`src/design/rsc_consts.vh`:
```
// Constants of the receiver serial status and configuration block
`ifndef RSC_CONSTS_VH
`define RSC_CONSTS_VH
`define RSC_WORD_BITS 5'h10
`define RSC_CFG_CMD 3'h4
`define RSC_CFG_RESET 16'h893a
`define RSC_CLK_PERIOD_NS 5
`define RSC_T_MS_NS 1000000
`define RSC_T_CAL_S 30
`define RSC_CAL_HOLD_CYC 8'h40
`define RSC_ST_FILL 15
`define RSC_ST_OVR 14
`define RSC_ST_WAKE 13
`define RSC_CF_BAND_HI 12
`define RSC_CF_BAND_LO 11
`define RSC_CF_LSD 10
`define RSC_CF_WKT 9
`define RSC_CF_OSC 8
`define RSC_CF_CAP_HI 7
`define RSC_CF_CAP_LO 4
`define RSC_CF_BB_HI 3
`define RSC_CF_BB_LO 1
`define RSC_CF_CLKDIS 0
`endif

```
`src/design/rsc_top.v`:
```
// Serial status and configuration block of the receiver
`include "rsc_consts.vh"

module rsc_top #(
    parameter MS_CYCLES = `RSC_T_MS_NS / `RSC_CLK_PERIOD_NS,
    parameter CAL_PERIOD_MS = `RSC_T_CAL_S * 1000
) (
    input wire clk_sys,
    input wire rst_n,
    input wire spi_sck,
    input wire spi_sdi,
    input wire chip_select_n,
    output reg spi_sdo,
    output reg spi_sdo_oe,
    input wire ext_wake_pin_n,
    output reg host_irq_n,
    output reg active_mode,
    input wire sleep_req,
    input wire [4:0] fifo_bit_count,
    input wire [3:0] fifo_fill_limit,
    input wire fifo_overflow_evt,
    input wire fifo_empty_flag,
    input wire supply_below_thresh,
    input wire signal_above_threshold,
    input wire good_quality_flag,
    input wire clock_recovery_locked,
    input wire afa_done,
    input wire [5:0] afa_offset,
    input wire [15:0] wake_period_ms,
    output reg [1:0] band_select,
    output reg low_supply_detect_on,
    output reg wake_timer_on,
    output reg xtal_osc_on,
    output reg [3:0] crystal_load_sel,
    output reg [2:0] baseband_bw_sel,
    output reg clock_out_disable,
    output reg osc_run,
    output reg calib_active
);
    wire sck_s;
    wire sdi_s;
    wire cs_n_s;
    wire wake_n_s;
    wire sck_rise;
    wire sck_fall;
    wire cs_fall;
    wire cs_rise;
    wire fill_now;
    wire [15:0] status_word;
    wire timer_exp;
    wire cal_exp;
    wire wake_any;
    reg sck_prev_q;
    reg cs_prev_q;
    reg [4:0] bit_cnt_q;
    reg is_read_q;
    reg [15:0] rx_q;
    reg [15:0] tx_q;
    reg rd_done_q;
    reg fill_q;
    reg ovr_q;
    reg wk_q;
    reg lowsup_q;
    reg tgl_q;
    reg stable_q;
    reg [5:0] off_q;
    reg [17:0] ms_cnt_q;
    reg tick_ms_q;
    reg [7:0] cal_cnt_q;

    // Pins come from the host's domain; chip select idles high
    rsc_sync #(.W(4), .INIT(4'h9)) u_pin_sync (
        .clk_sys(clk_sys),
        .rst_n(rst_n),
        .async_in({chip_select_n, spi_sck, spi_sdi, ext_wake_pin_n}),
        .sync_out({cs_n_s, sck_s, sdi_s, wake_n_s})
    );

    assign sck_rise = sck_s & ~sck_prev_q;
    assign sck_fall = ~sck_s & sck_prev_q;
    assign cs_fall = ~cs_n_s & cs_prev_q;
    assign cs_rise = cs_n_s & ~cs_prev_q;

    always @(posedge clk_sys or negedge rst_n) begin
        if (!rst_n) begin
            sck_prev_q <= 1'b0;
            cs_prev_q <= 1'b1;
        end else begin
            sck_prev_q <= sck_s;
            cs_prev_q <= cs_n_s;
        end
    end

    assign status_word = {fill_q, ovr_q, wk_q, lowsup_q, fifo_empty_flag,
                          signal_above_threshold, good_quality_flag,
                          clock_recovery_locked, tgl_q, stable_q, off_q};

    // Serial receive, status shift-out and command decode
    always @(posedge clk_sys or negedge rst_n) begin
        if (!rst_n) begin
            bit_cnt_q <= 5'h00;
            is_read_q <= 1'b0;
            rx_q <= 16'h0000;
            tx_q <= 16'h0000;
            spi_sdo <= 1'b0;
            spi_sdo_oe <= 1'b0;
            rd_done_q <= 1'b0;
            band_select <= 2'h1;
            low_supply_detect_on <= 1'b0;
            wake_timer_on <= 1'b0;
            xtal_osc_on <= 1'b1;
            crystal_load_sel <= 4'h3;
            baseband_bw_sel <= 3'h5;
            clock_out_disable <= 1'b0;
        end else begin
            rd_done_q <= 1'b0;
            if (cs_fall) begin
                bit_cnt_q <= 5'h00;
                is_read_q <= 1'b0;
                tx_q <= {status_word[14:0], 1'b0};
                spi_sdo <= status_word[15];
                spi_sdo_oe <= 1'b1;
            end else if (!cs_n_s) begin
                if (sck_rise) begin
                    rx_q <= {rx_q[14:0], sdi_s};
                    if (bit_cnt_q == 5'h00) begin
                        is_read_q <= ~sdi_s;
                        spi_sdo_oe <= ~sdi_s;
                    end
                    // Saturate past sixteen so an over-long frame is discarded
                    if (bit_cnt_q <= `RSC_WORD_BITS) begin
                        bit_cnt_q <= bit_cnt_q + 5'h01;
                    end
                end
                if (sck_fall && is_read_q) begin
                    spi_sdo <= tx_q[15];
                    tx_q <= {tx_q[14:0], 1'b0};
                end
            end
            if (cs_rise) begin
                spi_sdo_oe <= 1'b0;
                spi_sdo <= 1'b0;
                if (bit_cnt_q == `RSC_WORD_BITS) begin
                    if (is_read_q) begin
                        rd_done_q <= 1'b1;
                    end else if (rx_q[15:13] == `RSC_CFG_CMD) begin
                        band_select <= rx_q[`RSC_CF_BAND_HI:`RSC_CF_BAND_LO];
                        low_supply_detect_on <= rx_q[`RSC_CF_LSD];
                        wake_timer_on <= rx_q[`RSC_CF_WKT];
                        xtal_osc_on <= rx_q[`RSC_CF_OSC];
                        crystal_load_sel <= rx_q[`RSC_CF_CAP_HI:`RSC_CF_CAP_LO];
                        baseband_bw_sel <= rx_q[`RSC_CF_BB_HI:`RSC_CF_BB_LO];
                        clock_out_disable <= rx_q[`RSC_CF_CLKDIS];
                    end
                end
            end
        end
    end

    assign fill_now = fifo_bit_count >= {1'b0, fifo_fill_limit};

    // Status flags; an event in the clearing cycle keeps its flag set
    always @(posedge clk_sys or negedge rst_n) begin
        if (!rst_n) begin
            fill_q <= 1'b0;
            ovr_q <= 1'b0;
            wk_q <= 1'b0;
            lowsup_q <= 1'b0;
            tgl_q <= 1'b0;
            stable_q <= 1'b0;
            off_q <= 6'h00;
        end else begin
            fill_q <= fill_now;
            lowsup_q <= low_supply_detect_on & supply_below_thresh;
            if (fifo_overflow_evt) begin
                ovr_q <= 1'b1;
            end else if (rd_done_q) begin
                ovr_q <= 1'b0;
            end
            if (timer_exp) begin
                wk_q <= 1'b1;
            end else if (rd_done_q) begin
                wk_q <= 1'b0;
            end
            if (afa_done) begin
                tgl_q <= ~tgl_q;
                stable_q <= (afa_offset == off_q);
                off_q <= afa_offset;
            end
        end
    end

    // Millisecond enable shared by the wake and calibration timers
    always @(posedge clk_sys or negedge rst_n) begin
        if (!rst_n) begin
            ms_cnt_q <= 18'h00000;
            tick_ms_q <= 1'b0;
        end else if (ms_cnt_q == MS_CYCLES[17:0] - 18'h00001) begin
            ms_cnt_q <= 18'h00000;
            tick_ms_q <= 1'b1;
        end else begin
            ms_cnt_q <= ms_cnt_q + 18'h00001;
            tick_ms_q <= 1'b0;
        end
    end

    rsc_ms_timer u_wake_timer (
        .clk_sys(clk_sys),
        .rst_n(rst_n),
        .tick_ms(tick_ms_q),
        .enable(wake_timer_on),
        .period_ms(wake_period_ms),
        .expire(timer_exp)
    );

    rsc_ms_timer u_cal_timer (
        .clk_sys(clk_sys),
        .rst_n(rst_n),
        .tick_ms(tick_ms_q),
        .enable(1'b1),
        .period_ms(CAL_PERIOD_MS[15:0]),
        .expire(cal_exp)
    );

    // Calibration runs once after reset, then on every period, asleep or not
    always @(posedge clk_sys or negedge rst_n) begin
        if (!rst_n) begin
            cal_cnt_q <= `RSC_CAL_HOLD_CYC;
            calib_active <= 1'b0;
            osc_run <= 1'b0;
        end else begin
            if (cal_exp) begin
                cal_cnt_q <= `RSC_CAL_HOLD_CYC;
            end else if (cal_cnt_q != 8'h00) begin
                cal_cnt_q <= cal_cnt_q - 8'h01;
            end
            calib_active <= (cal_cnt_q != 8'h00);
            // Oscillator forced on briefly for calibration if software left it off
            osc_run <= xtal_osc_on | (cal_cnt_q != 8'h00);
        end
    end

    assign wake_any = ~wake_n_s | lowsup_q | fill_q | wk_q;

    always @(posedge clk_sys or negedge rst_n) begin
        if (!rst_n) begin
            host_irq_n <= 1'b1;
            active_mode <= 1'b1;
        end else begin
            host_irq_n <= ~(wake_any | timer_exp);
            if (wake_any || !cs_n_s) begin
                active_mode <= 1'b1;
            end else if (sleep_req) begin
                active_mode <= 1'b0;
            end
        end
    end
endmodule // rsc_top

```
`src/design/rsc_sync.v`:
```
// Two-flop synchroniser for a group of asynchronous levels
module rsc_sync #(
    parameter W = 1,
    parameter [W-1:0] INIT = {W{1'b0}}
) (
    input wire clk_sys,
    input wire rst_n,
    input wire [W-1:0] async_in,
    output reg [W-1:0] sync_out
);
    reg [W-1:0] meta_q;

    always @(posedge clk_sys or negedge rst_n) begin
        if (!rst_n) begin
            meta_q <= INIT;
            sync_out <= INIT;
        end else begin
            meta_q <= async_in;
            sync_out <= meta_q;
        end
    end
endmodule // rsc_sync

```
`src/design/rsc_ms_timer.v`:
```
// Millisecond interval timer that pulses on each period expiry
module rsc_ms_timer (
    input wire clk_sys,
    input wire rst_n,
    input wire tick_ms,
    input wire enable,
    input wire [15:0] period_ms,
    output reg expire
);
    reg [15:0] count_q;

    always @(posedge clk_sys or negedge rst_n) begin
        if (!rst_n) begin
            count_q <= 16'h0000;
            expire <= 1'b0;
        end else begin
            expire <= 1'b0;
            if (!enable) begin
                count_q <= 16'h0000;
            end else if (tick_ms) begin
                // A zero period is treated as one millisecond
                if (count_q + 16'h0001 >= period_ms) begin
                    count_q <= 16'h0000;
                    expire <= 1'b1;
                end else begin
                    count_q <= count_q + 16'h0001;
                end
            end
        end
    end
endmodule // rsc_ms_timer

```
`config.mk`:
```
export PLATFORM = sky130hd
export DESIGN_NAME = rsc_top
export DESIGN_NICKNAME = d
export VERILOG_FILES = /design/src/design/rsc_top.v /design/src/design/rsc_sync.v /design/src/design/rsc_ms_timer.v
export VERILOG_INCLUDE_DIRS = /design/src /design/src/design
export SDC_FILE = /design/constraint.sdc
export NUM_CORES = 1
export LEC_CHECK = 0
export BUFFER_PORTS_ARGS = -buffer_cell sky130_fd_sc_hd__buf_2
export CAP_MARGIN = 0
export CELL_PAD_IN_SITES_DETAIL_PLACEMENT = 1
export CELL_PAD_IN_SITES_GLOBAL_PLACEMENT = 2
export CORE_ASPECT_RATIO = 0.75
export CORE_MARGIN = 1.5
export CORE_UTILIZATION = 35
export DETAILED_ROUTE_END_ITERATION = 16
export PLACE_DENSITY_LB_ADDON = 0.1
export SETUP_SLACK_MARGIN = 0.1
export SYNTH_ARGS = -nofsm -noshare
export SYNTH_HDL_FRONTEND = slang
export SYNTH_SLANG_ARGS = --single-unit
```
`constraint.sdc`:
```
create_clock -name clk_sys -period 3.4 [get_ports clk_sys]
set_clock_uncertainty 0.15 [all_clocks]
set_input_delay 0.34 -clock clk_sys [delete_from_list [all_inputs] [get_ports clk_sys]]
set_output_delay 0.34 -clock clk_sys [all_outputs]
set_load 0.02 [all_outputs]
```
======== Word level (Yosys, flattened, before mapping) ========
Index checks and enable logic that the tools add are counted.
word-level totals
  input port bits ......................... 45
  register bits ........................... 141
  word-level logic and storage cells ...... 133
operators by class
  multiplexer cells ....................... 38
  eq/ne operators ......................... 7
  reductions and logical operators ........ 23
  bitwise gates (word level) .............. 20
  $add $sub $neg .......................... 5
  order comparisons ....................... 4
operator list
  cell                                                                      count
  16-bit two-way mux                                                        7
  16-bit by 1-bit adder with 16-bit output (second input constant)          2
  1-bit two-way mux                                                         24
  5-bit two-way mux                                                         4
  18-bit by 1-bit adder with 18-bit output (second input constant)          1
  18-bit == test (second input constant)                                    1
  18-bit two-way mux                                                        1
  16-bit by 15-bit >= comparator with 1-bit output (second input constant)  1
  16-bit >= comparator                                                      1
  8-bit two-way mux                                                         2
  2-bit nonzero test                                                        8
  3-bit AND reduction                                                       4
  1-bit inverter                                                            10
  3-bit nonzero test                                                        3
  8-bit nonzero test                                                        1
  8-bit by 1-bit subtractor with 8-bit output (second input constant)       1
  6-bit == test                                                             1
  5-bit by 1-bit adder with 5-bit output (second input constant)            1
  1-bit AND                                                                 5
  5-bit == test (second input constant)                                     1
  5-bit by 4-bit >= comparator with 1-bit output                            1
  5-bit less-or-equal comparator (second input constant)                    1
  5-bit zero test                                                           1
  1-bit bitwise OR                                                          5
  9 further kinds                                                           10

======== Depth between registers and ports, before layout ========
Gate-level depths: netlist of the first run.
  word-level depth ........................ 7
  mapped depth ............................ 15
  gate-level depth less buffers ........... 13

======== By module ========
A second synthesis of the first run with hierarchy kept.
unflattened totals
  cell total of the unflattened synthesis .. 701
  area total of the unflattened synthesis .. 7385.8 um^2
modules (own cells, without submodules)
  module        seq. area each (um^2)  times used  cells an instance  area each (um^2)
  rsc_top       2464.9                 1           373                4430.5
  rsc_ms_timer  425.4                  2           160                1375.1
  rsc_sync      205.2                  1           8                  205.2

======== Worst setup path before layout of the first run ========
OpenSTA, ideal clock, no wires.
  kind .................................... register to register
  start point ............................. register u_wake_timer.count_q[0]
  end point ............................... register u_wake_timer.count_q[1]
  required time ........................... 3.128 ns
  stages on the path, launching flop included .. 14
  setup time .............................. 0.122 ns
  setup slack ............................. 0.250 ns
  arrival time ............................ 2.878 ns
  path buffers ............................ 1
  cells stage by stage .................... dfrtp_1 ha_1 and3_1 and3_1 and2_0 nand3_1 xnor2_1 ha_1 nand4_1 nor3_1 o211ai_1 and2_1 clkbuf_1 a32o_1
on the way
  cells in the longest elaborated chain, start to end .. 5
ends and longest elaborated chain
  element                                     RTL line                              text
  start, declared                             rsc_ms_timer.v:10                     reg [15:0] count_q;
  start signal, assigned                      rsc_ms_timer.v:26                     count_q <= count_q + 16'h0001;
  16-bit by 1-bit adder with 16-bit output *  rsc_ms_timer.v:22, rsc_ms_timer.v:26
  16-bit >= comparator                        rsc_ms_timer.v:22                     if (count_q + 16'h0001 >= period_ms) begin
  16-bit two-way mux *                        rsc_ms_timer.v:22
  16-bit two-way mux *                        rsc_ms_timer.v:20                     end else if (tick_ms) begin
  16-bit two-way mux *                        rsc_ms_timer.v:18                     if (!enable) begin
Every way passes the cells marked *; elsewhere a longest branch is shown, timed or not. The select of a mux whose other input is x is not followed.
A chain may end at the register's enable or synchronous reset.

======== Worst setup path in the final report of the first run ========
  start point ............................. register u_wake_timer.count_q[0]
  end point ............................... register u_wake_timer.count_q[3]
Same word-level chain as after synthesis.

==> results of run 1 <==
-- cells in the final DEF (no fill, tap or decap), types with 14 or more instances in the layout --
cell type	n
mux2_2	38
nand4_1	14
dlygate4sd3_1	15
nor2_1	55
inv_1	33
buf_4	15
nand3_1	24
o21ai_0	24
mux2i_1	23
and3_1	26
xnor2_1	25
clkbuf_16	17
nor3_1	15
dfstp_2	14
buf_2	63
dfrtp_1	122
xor2_1	18
nand2_1	51
ha_1	30
-- logic make-up after synthesis --
kind of cell               count (synthesis)  share of synthesized area (%)
buffers and inverters                     68                           3.86
AOI/OAI and AO/OA                         96                           9.65
DFF                                      140                           48.3
xor gates and xnor gates                  46                           5.53
adders and majority gates                 30                           5.15
muxes                                     61                           9.03
and+or+nand+nor                          251                           18.5
-- worst max-delay path, cell delays in order (launching register included) --
cell and delay, ns:
dfrtp_1 0.35, buf_4 0.14, nand3_1 0.14, nor2_4 0.17, and4_1 0.29, nand3_2 0.15
xnor2_2 0.17, ha_1 0.29, a21o_1 0.18, a21o_1 0.17, a21oi_1 0.14, o21a_1 0.19
and2_1 0.30, a32o_1 0.22
-- what timing repair did --
| action | in CTS | in global routing |
|---|---|---|
| gates cloned | 0 | 1 |
| setup buffers | 0 | 1 |
| gates resized for setup | 2 | 15 |
| pin swaps | 0 | 1 |
| hold buffers | 15 | 0 |
| setup endpoints to repair | 4 | 16 |
| endpoints found under the hold margin | 81 | 0 |
-- power groups by stage --
| stage | Clock [W] | Combinational [W] | Sequential [W] |
|---|---|---|---|
| floorplan | 0 | 0.000144 | 0.00185 |
| global placement | 0 | 0.000244 | 0.00186 |
| detailed placement | 0 | 0.000256 | 0.00186 |
| CTS | 0.00185 | 0.000271 | 0.00183 |
| global route | 0.00192 | 0.000300 | 0.00185 |
| finish | 0.00179 | 0.000263 | 0.00183 |
-- layout make-up --
| cell class | count | area, sq um |
|---|---|---|
| fill | 2262 | 11600 |
| clock buffer | 18 | 439 |
| clock inverter | 14 | 123 |
| timing repair buffer | 95 | 601 |
| tap | 282 | 353 |
| sequential | 140 | 3530 |
| multi-input combinational | 484 | 3530 |
| inverter | 34 | 128 |
-- metal layers --
metal,share of wire [%],track usage [%],vias to the layer above
met4,0.93,4.63,0
met2,46,28.0,60
met1,50,23.3,2653
met3,3.3,4.69,13
li1,-,-,2601
met5,0,0,-
-- state kept, by name, indices dropped and copies added (netlist names), 2 cells and up --
signal	flops
u_wake_timer.count_q	16
u_cal_timer.count_q	16
ms_cnt_q	18
baseband_bw_sel	3
off_q	6
rx_q	16
tx_q	15
cal_cnt_q	8
u_pin_sync.meta_q	4
bit_cnt_q	5
band_select	2
u_pin_sync.sync_out	4
crystal_load_sel	4
-- stage by stage --
step / instances / setup WS, ns / util (%)
after floorplan: 692 / 0.250 / -
after global placement: 1018 / 0.194 / 39.0
after detailed placement: 1018 / 0.0273 / 39.0
after CTS: 1065 / 0.122 / 42.5
after global routing: 1067 / 0.100 / 42.8
final: 1067 / 0.278 / 42.8
-- path summary, 6_finish.rpt --
kind | startpoint | to | slack (ns) | cells after the start
min reg2reg | u_pin_sync.meta_q[1]$_DFF_PN0_ | u_pin_sync.sync_out[1]$_DFF_PN0_ | 0.20 | 0
max in group asynchronous | rst_n | xtal_osc_on$_DFFE_PN1P_ | 1.88 | 3
max reg2reg | u_wake_timer.count_q[0]$_DFFE_PN0P_ | u_wake_timer.count_q[3]$_DFFE_PN0P_ | 0.28 | 13
min | afa_offset[1] | off_q[1]$_DFFE_PN0P_ | 0.02 | 2
max | u_wake_timer.count_q[0]$_DFFE_PN0P_ | u_wake_timer.count_q[3]$_DFFE_PN0P_ | 0.28 | 13
min in group asynchronous | rst_n | u_pin_sync.meta_q[1]$_DFF_PN0_ | 0.36 | 2
==> run metrics, run 1 <==
number of global-route vias before repair between 5000 and 6000; Critical Path AT about 3.3 ns; number of synthesized flops with an enable pin 0; worst relative slew slack 50.2%; Synth Instances between 600 and 700; die area 21700 sq um; mapped cell area about 7300 sq um; via count 5327; critical path class reg2reg; Clock transition at path regs roughly 0.060 ns; most frequent cells after synthesis dfrtp_1 (126), nor2_1 (56), nand2_1 (51), mux2_2 (38), inv_1 (33); Sw Pwr 0.00101 W; antenna diode count 0; Area Growth Syn to Fin 19.4%; Synth top area share 43.3%; post-route cell area approximately 8700 sq um; htree depth 4; I/O Buffers 63; share of cells above drive strength 1 between 20% and 30%; Synth Register Bits 140; Post-Route WL around 17000 microns; Initial Util 35.9%; HPWL Detailed ~12000 microns; data required time at the worst endpoint 3.61 ns; Sw Share 26.0%; critical path endpoint category flip-flop; combinational power share approximately 6.8%; unrepaired setup endpoints after global routing yes; Final #Nets about 850; core area 20300 sq um; GRT Overall Usage about 17%; Rows 45; CTS tree built; first-pass GRT wire length 29800 microns; Sequential Power Share ~47%; Synthesis Warnings 0; Die Height about 130 microns; DRC errors left 0; Netlist cell types 64; ANT nets after route 0; cell taking the most area after synthesis dfrtp_1; WHS approximately 0.023 ns; mean post-synth cell area around 11 sq um; clock power share approximately 46%; critical path fanouts, max 6; maximum VDD drop around 250 uV; Placement Cell Area ~7900 sq um; Tmin final 3.12 ns; drt wl/cell 16.3 microns; Pre-antenna DRT Iters 4; top-count cell post-synth dfrtp_1; Hold Fails Final Rpt 0; DR iter-0 viols between 200 and 250; GRT Residual Overflow 0; largest net degree at the start of global routing 83; Tot Pwr between 0.003 and 0.004 W; run status complete, no violations; Top FF cell, synth dfrtp_1; FFs w/ async S/R, synth between 90% and 100%; Clk Tree Root Cell clkbuf_16; Slew Viols, Final 0; cell internal pwr between 0.002 and 0.003 W; setup TNS 0 ns; period utilization between 90% and 100%; count of endpoints failing setup in the final report 0; dominant cells by area after synthesis dfrtp_1 (43%), mux2_2 (5.9%), ha_1 (5.2%); number of clock buffers inserted by TritonCTS 17; I/O pins 64; CP startpoint kind flip-flop; fmax around 0.32 GHz; maximum root-to-sink buffer count 2; pwr dens approximately 450 nW/um^2; clk sinks 140; syn_nets between 700 and 800; Worst-Skew Late Latency around 0.43 ns; Hold Crit Class in2reg; vias per cell 4.99; Slew @ Worst Pin around 0.75 ns; leakage power 4.11 nW; register area share after synthesis 48.3%; GP Congestion 0.768; Max-Cap Viols 0; chip width ~170 microns; initial antenna violation count 0
Power figures use the tool's default switching activity.
==> run 2, diff against run 1 <==
--- a/config.mk
+++ b/config.mk
@@ -14,8 +14,10 @@
 export CORE_MARGIN = 1.5
 export CORE_UTILIZATION = 35
 export DETAILED_ROUTE_END_ITERATION = 16
+export HOLD_SLACK_MARGIN = 0.02
 export PLACE_DENSITY_LB_ADDON = 0.1
 export SETUP_SLACK_MARGIN = 0.1
 export SYNTH_ARGS = -nofsm -noshare
 export SYNTH_HDL_FRONTEND = slang
 export SYNTH_SLANG_ARGS = --single-unit
+export TNS_END_PERCENT = 100
==> constraint.sdc (replaced) <==
create_clock -name clk_sys -period 3.4 [get_ports clk_sys]
set_clock_uncertainty 0.15 [all_clocks]
set_input_delay 0.34 -clock clk_sys [delete_from_list [all_inputs] [get_ports clk_sys]]
set_output_delay 0.34 -clock clk_sys [all_outputs]
set_load 0.1 [all_outputs]
==> run 2 against run 1 <==
Net effect: cell count rose by 0.19%; critical path depth unchanged; total power up 1.1%; register-to-register slack is essentially flat; die area stayed put; critical endpoint unchanged; highest routed layer unchanged; combinational power rose by 17%.
==> run metrics, run 2 (synthesized netlist as in run 1, its figures left out) <==
Pre-antenna DRT Iters 4; Max-Cap Viols 0; htree depth 4; setup TNS 0 ns; Sw Pwr 0.00105 W; WHS 0.0468 ns; cell internal pwr 0.00288 W; critical path's slowest cell dfrtp_1; Placement Cell Area slightly below 8000 sq um; Critical Path AT approximately 3.3 ns; core area just over 20000 sq um; run status complete, no violations; GP Congestion 0.768; Post-Route WL 17400 microns; post-route cell area 8720 sq um; Final Util 42.9%; critical path class reg2reg; Slew @ Worst Pin 0.748 ns; data required time at the worst endpoint ~3.6 ns; worst-path cell chain buf_4 -> nand3_1 -> nor2_4 -> and4_1 -> nand3_2 -> xnor2_2 -> ha_1 -> a21o_1 -> a21o_1 -> a21oi_1 -> o21a_1 -> and2_1 -> a32o_1; drt wl/cell between 15 and 20 microns; slowest stage delay, CP between 0.3 and 0.4 ns; Clk Tree Root Cell clkbuf_16; vias per cell roughly 5.0; ANT nets after route 0; Clock transition at path regs ~0.060 ns; DR iter-0 viols 221; HPWL Detailed 12300 microns; number of global-route vias before repair ~5900; Largest Register ms_cnt_q; I/O Buffers 63; Sw Share between 20% and 30%; Most common cell on crit path a21o_1; Largest register FFs 18; CTS tree built; Die Height 128 microns; GRT Residual Overflow 0; chip width ~170 microns; share of cells above drive strength 1 between 20% and 30%; Hold Crit Class in2reg; Worst-Skew Late Latency roughly 0.43 ns; Initial Util a little over a third; largest net degree at the start of global routing 83; leakage power a little over 4 nW; clock power share ~46%; Tmin final 3.12 ns; first-pass GRT wire length a little under 30000 microns; antenna diode count 0; Hold Fails Final Rpt 0; count of endpoints failing setup in the final report 0; Top delay family on crit path simple AND/OR/NAND/NOR gates; number of clock buffers inserted by TritonCTS 17; via count approximately 5300; worst relative slew slack between 50% and 60%; clk sinks 140; fmax 0.320 GHz; period utilization 91.9%; most frequent cells in the layout dfrtp_1 (122), buf_2 (63), nor2_1 (55); CP startpoint kind flip-flop; pwr dens between 400 and 500 nW/um^2; combinational power share between 7 and 8%; Slew Viols, Final 0; Area Growth Syn to Fin 19.7%; Sequential Power Share 46.7%; critical path endpoint category flip-flop; commonest non-fill, non-tap cell in the layout dfrtp_1; maximum root-to-sink buffer count 2; initial antenna violation count 0; unrepaired setup endpoints after global routing yes; maximum VDD drop roughly 250 uV; I/O pins 64; DRC errors left 0; GRT Overall Usage 17.5%; worst path bufs/invs 1; critical path fanouts, max 6; Final #Nets ~850; die area around 22000 sq um; Rows 45
-- run 2: cell count changes in the layout (fill, tap and decap cells not counted), sizes merged --
cell         previous run  this run
dlygate4sd3            15        17
-- run 2: per-layer routing --
layer,wire (microns),global-route usage [%],up-vias
met3,602,4.69,13
met2,7920,28.1,65
met4,162,4.63,0
met5,0,0,-
met1,8690,23.4,2653
li1,-,-,2611
-- run 2: area by class of cell --
| class | instances | area (sq um) |
|---|---|---|
| clock buffer | 18 | 439 |
| clock inverter | 14 | 123 |
| fill | 2265 | 11600 |
| inverter | 34 | 128 |
| multi-input combinational | 484 | 3530 |
| sequential | 140 | 3530 |
| tap | 282 | 353 |
| timing repair buffer | 97 | 621 |
-- run 2: through the flow --
step | std cells | power (W) | worst slack [ns]
6_report | 1069 | 0.00393 | 0.277
2_1_floorplan | 692 | 0.00203 | 0.250
4_1_cts | 1067 | 0.00400 | 0.122
5_1_grt | 1069 | 0.00412 | 0.100
3_3_place_gp | 1018 | 0.00214 | 0.194
3_5_place_dp | 1018 | 0.00216 | 0.0273
-- run 2: path summary, 6_finish.rpt --
kind                       cells after the start                             endpoint                                 from  slack, ns
setup / recovery                              13  u_wake_timer.count_q[3]$_DFFE_PN0P_  u_wake_timer.count_q[0]$_DFFE_PN0P_       0.28
hold / removal                                 2                 off_q[0]$_DFFE_PN0P_                        afa_offset[0]       0.05
setup reg to reg                              13  u_wake_timer.count_q[3]$_DFFE_PN0P_  u_wake_timer.count_q[0]$_DFFE_PN0P_       0.28
hold reg to reg                                0     u_pin_sync.sync_out[1]$_DFF_PN0_       u_pin_sync.meta_q[1]$_DFF_PN0_       0.20
max in group asynchronous                      3              xtal_osc_on$_DFFE_PN1P_                                rst_n       1.88
min in group asynchronous                      2       u_pin_sync.meta_q[1]$_DFF_PN0_                                rst_n       0.36
-- run 2: power groups by stage --
stage                     logic (W)  registers [W]  clock network, W
after CTS                  0.000315        0.00183           0.00185
after floorplan            0.000145        0.00189                 0
after global routing       0.000345        0.00185           0.00192
final                      0.000307        0.00183           0.00179
after global placement     0.000287        0.00186                 0
after detailed placement   0.000299        0.00186                 0
-- run 2: worst register-to-register path, cell delays in order (launching register included) --
cell and delay (ns):
dfrtp_1 0.35, buf_4 0.14, nand3_1 0.14, nor2_4 0.17, and4_1 0.29, nand3_2 0.15
xnor2_2 0.17, ha_1 0.29, a21o_1 0.19, a21o_1 0.17, a21oi_1 0.14, o21a_1 0.19
and2_1 0.30, a32o_1 0.22
-- run 2: what timing repair did --
action,CTS,global route
gates cloned,0,1
setup endpoints to repair,4,16
endpoints found under the hold margin,83,0
resized for setup,2,15
buffers inserted,0,1
hold buffers,17,0
pin swaps,0,1
==> run 3, diff against run 2 <==
--- a/config.mk
+++ b/config.mk
@@ -6,6 +6,7 @@
 export SDC_FILE = /design/constraint.sdc
 export NUM_CORES = 1
 export LEC_CHECK = 0
+export ABC_AREA = 0
 export BUFFER_PORTS_ARGS = -buffer_cell sky130_fd_sc_hd__buf_2
 export CAP_MARGIN = 0
 export CELL_PAD_IN_SITES_DETAIL_PLACEMENT = 1
@@ -14,6 +15,7 @@
 export CORE_MARGIN = 1.5
 export CORE_UTILIZATION = 35
 export DETAILED_ROUTE_END_ITERATION = 16
+export GPL_ROUTABILITY_DRIVEN = 0
 export HOLD_SLACK_MARGIN = 0.02
 export PLACE_DENSITY_LB_ADDON = 0.1
 export SETUP_SLACK_MARGIN = 0.1
==> constraint.sdc (replaced) <==
create_clock -name clk_sys -period 3.4 [get_ports clk_sys]
set_clock_uncertainty 0.15 [all_clocks]
set_input_delay 0.68 -clock clk_sys [delete_from_list [all_inputs] [get_ports clk_sys]]
set_output_delay 0.68 -clock clk_sys [all_outputs]
set_load 0.1 [all_outputs]
==> run 3 against run 2 <==
Net effect: die area unchanged; worst hold slack better by 0.092 ns; wire length down 0.70%; via count up 0.26%; sequential power about the same; first-iteration DRC count up 5.0%; flip-flop and latch count unchanged; cell count down 1.6%; non-clock buffer count down 17; core utilization down 0.41 points; critical endpoint is now u_wake_timer.count_q[11]$_DFFE_PN0P_.
==> run metrics, run 3 (synthesized netlist as in run 1, its figures left out) <==
HPWL Detailed 12200 microns; run status complete, no violations; period utilization just over 90%; Clock transition at path regs ~0.06 ns; Initial Util 35.9%; data required time at the worst endpoint approximately 3.6 ns; unrepaired setup endpoints after global routing yes; Worst setup endpoint u_wake_timer.count_q[11]$_DFFE_PN0P_; critical path endpoint category flip-flop; via count 5356; number of clock buffers inserted by TritonCTS 17; Setup WS pre-CTS -0.000641 ns; DRC errors left 0; maximum VDD drop between 300 and 400 uV; ANT nets after route 0; number of fill cells 2238; Worst Reg-to-Reg Cells 13; I/O Buffers 63; core area slightly above 20000 sq um; antenna diode count 0; Area Growth Syn to Fin 18.5%; Tmin final roughly 3.1 ns; DR iter-0 viols around 230; hold buffers post-CTS 0; vias per cell 5.09; fmax ~0.32 GHz; Clk Tree Root Cell clkbuf_16; Pre-antenna DRT Iters 4; critical path fanouts, max 14; worst relative slew slack a little under half; final worst slack 0.307 ns; GRT Residual Overflow 0; Final #Nets between 800 and 900; Max-Cap Viols 0; Critical Path AT roughly 3.3 ns; htree depth 4; initial antenna violation count 0; worst setup path startpoint u_wake_timer.count_q[1]$_DFFE_PN0P_; Largest Register ms_cnt_q; Largest register FFs 18; most frequent cells in the layout dfrtp_1 (124), buf_2 (62), nor2_1 (55); largest net degree at the start of global routing approximately 80; share of cells above drive strength 1 about 24%; drt wl/cell ~16 microns; chip width 170 microns; maximum root-to-sink buffer count 2; die area between 20000 and 25000 sq um; Slew @ Worst Pin 0.785 ns; first-pass GRT wire length roughly 29000 microns; Hold Crit Class in2async; critical path class reg2reg; Die Height approximately 130 microns; I/O pins 64; setup TNS 0 ns; CTS tree built; number of global-route vias before repair 5638; CP startpoint kind flip-flop; Post-Route WL 17200 microns; RR Endpoint u_wake_timer.count_q[11]$_DFFE_PN0P_; Slew Viols, Final 0; reg-to-reg setup timing slack 0.31 ns; commonest non-fill, non-tap cell in the layout dfrtp_1; Worst-Skew Late Latency 0.42 ns; GRT Overall Usage approximately 17%; clk sinks 140; leakage power 4.09 nW; Hold Fails Final Rpt 0; Rows 45; count of endpoints failing setup in the final report 0; pwr dens between 400 and 500 nW/um^2; RR Startpoint u_wake_timer.count_q[1]$_DFFE_PN0P_
## run 3: worst min-delay path by stage
stage | cells past startpoint | slack [ns] | end | from
6_report | 1 | 0.14 | clock_out_disable$_DFFE_PN0P_ | rst_n
5_1_grt | 1 | 0.18 | clock_out_disable$_DFFE_PN0P_ | rst_n
4_1_cts | 1 | 0.18 | clock_out_disable$_DFFE_PN0P_ | rst_n
3_5_place_dp | 0 | 0.19 | u_pin_sync.sync_out[1]$_DFF_PN0_ | u_pin_sync.meta_q[1]$_DFF_PN0_
3_3_place_gp | 0 | 0.18 | u_pin_sync.sync_out[1]$_DFF_PN0_ | u_pin_sync.meta_q[1]$_DFF_PN0_
2_1_floorplan | 0 | 0.18 | u_pin_sync.sync_out[1]$_DFF_PN0_ | u_pin_sync.meta_q[1]$_DFF_PN0_
## run 3: critical path, cell delays in order, from the launching register on
cell,delay [ns]
dfrtp_1,0.38
ha_1,0.19
and3_1,0.22
and3_1,0.19
and2_2,0.20
nand3_1,0.15
xnor2_1,0.17
ha_1,0.28
nand4_1,0.13
nor3_2,0.17
o211ai_1,0.16
buf_6,0.19
a41o_1,0.23
a22o_1,0.18
## run 3: per-stage QoR
stage          instances  area, sq um  util, %  hold slack [ns]  power (W)
2_1_floorplan        692         7290        -            0.181    0.00203
3_3_place_gp        1017         7930     39.0            0.182    0.00214
3_5_place_dp        1017         7930     39.0            0.192    0.00216
4_1_cts             1049         8590     42.2            0.183    0.00428
5_1_grt             1052         8640     42.5            0.177    0.00439
6_report            1052         8640     42.5            0.139    0.00421
## run 3: cell type report
cell class	count	area, sq um	share of cell area (%)
Sequential cell	140	3520	40.8
Tap cell	282	353	4.08
Clock buffer	19	443	5.13
Multi-Input combinational cell	484	3510	40.7
Clock inverter	13	213	2.46
Timing Repair Buffer	80	465	5.39
Inverter	34	128	1.48
## run 3: where the power goes
group | switching, W | leakage (nW) | internal, W
combinational | 0.000174 | 1.96 | 0.000121
clock | 0.000756 | 0.311 | 0.00133
sequential | 0.0000677 | 1.82 | 0.00177
## run 3: per-layer routing
metal,global-route usage [%],up-vias,wire (microns)
li1,-,2591,-
met1,23.3,2687,8850
met2,27.0,63,7770
met3,3.55,15,438
met4,5.57,0,192
met5,0,-,0
## run 3: timing repair
item,in CTS,in global routing
setup buffers,0,3
pin swaps,0,1
endpoints found under the setup margin,10,17
gates resized for setup,2,8
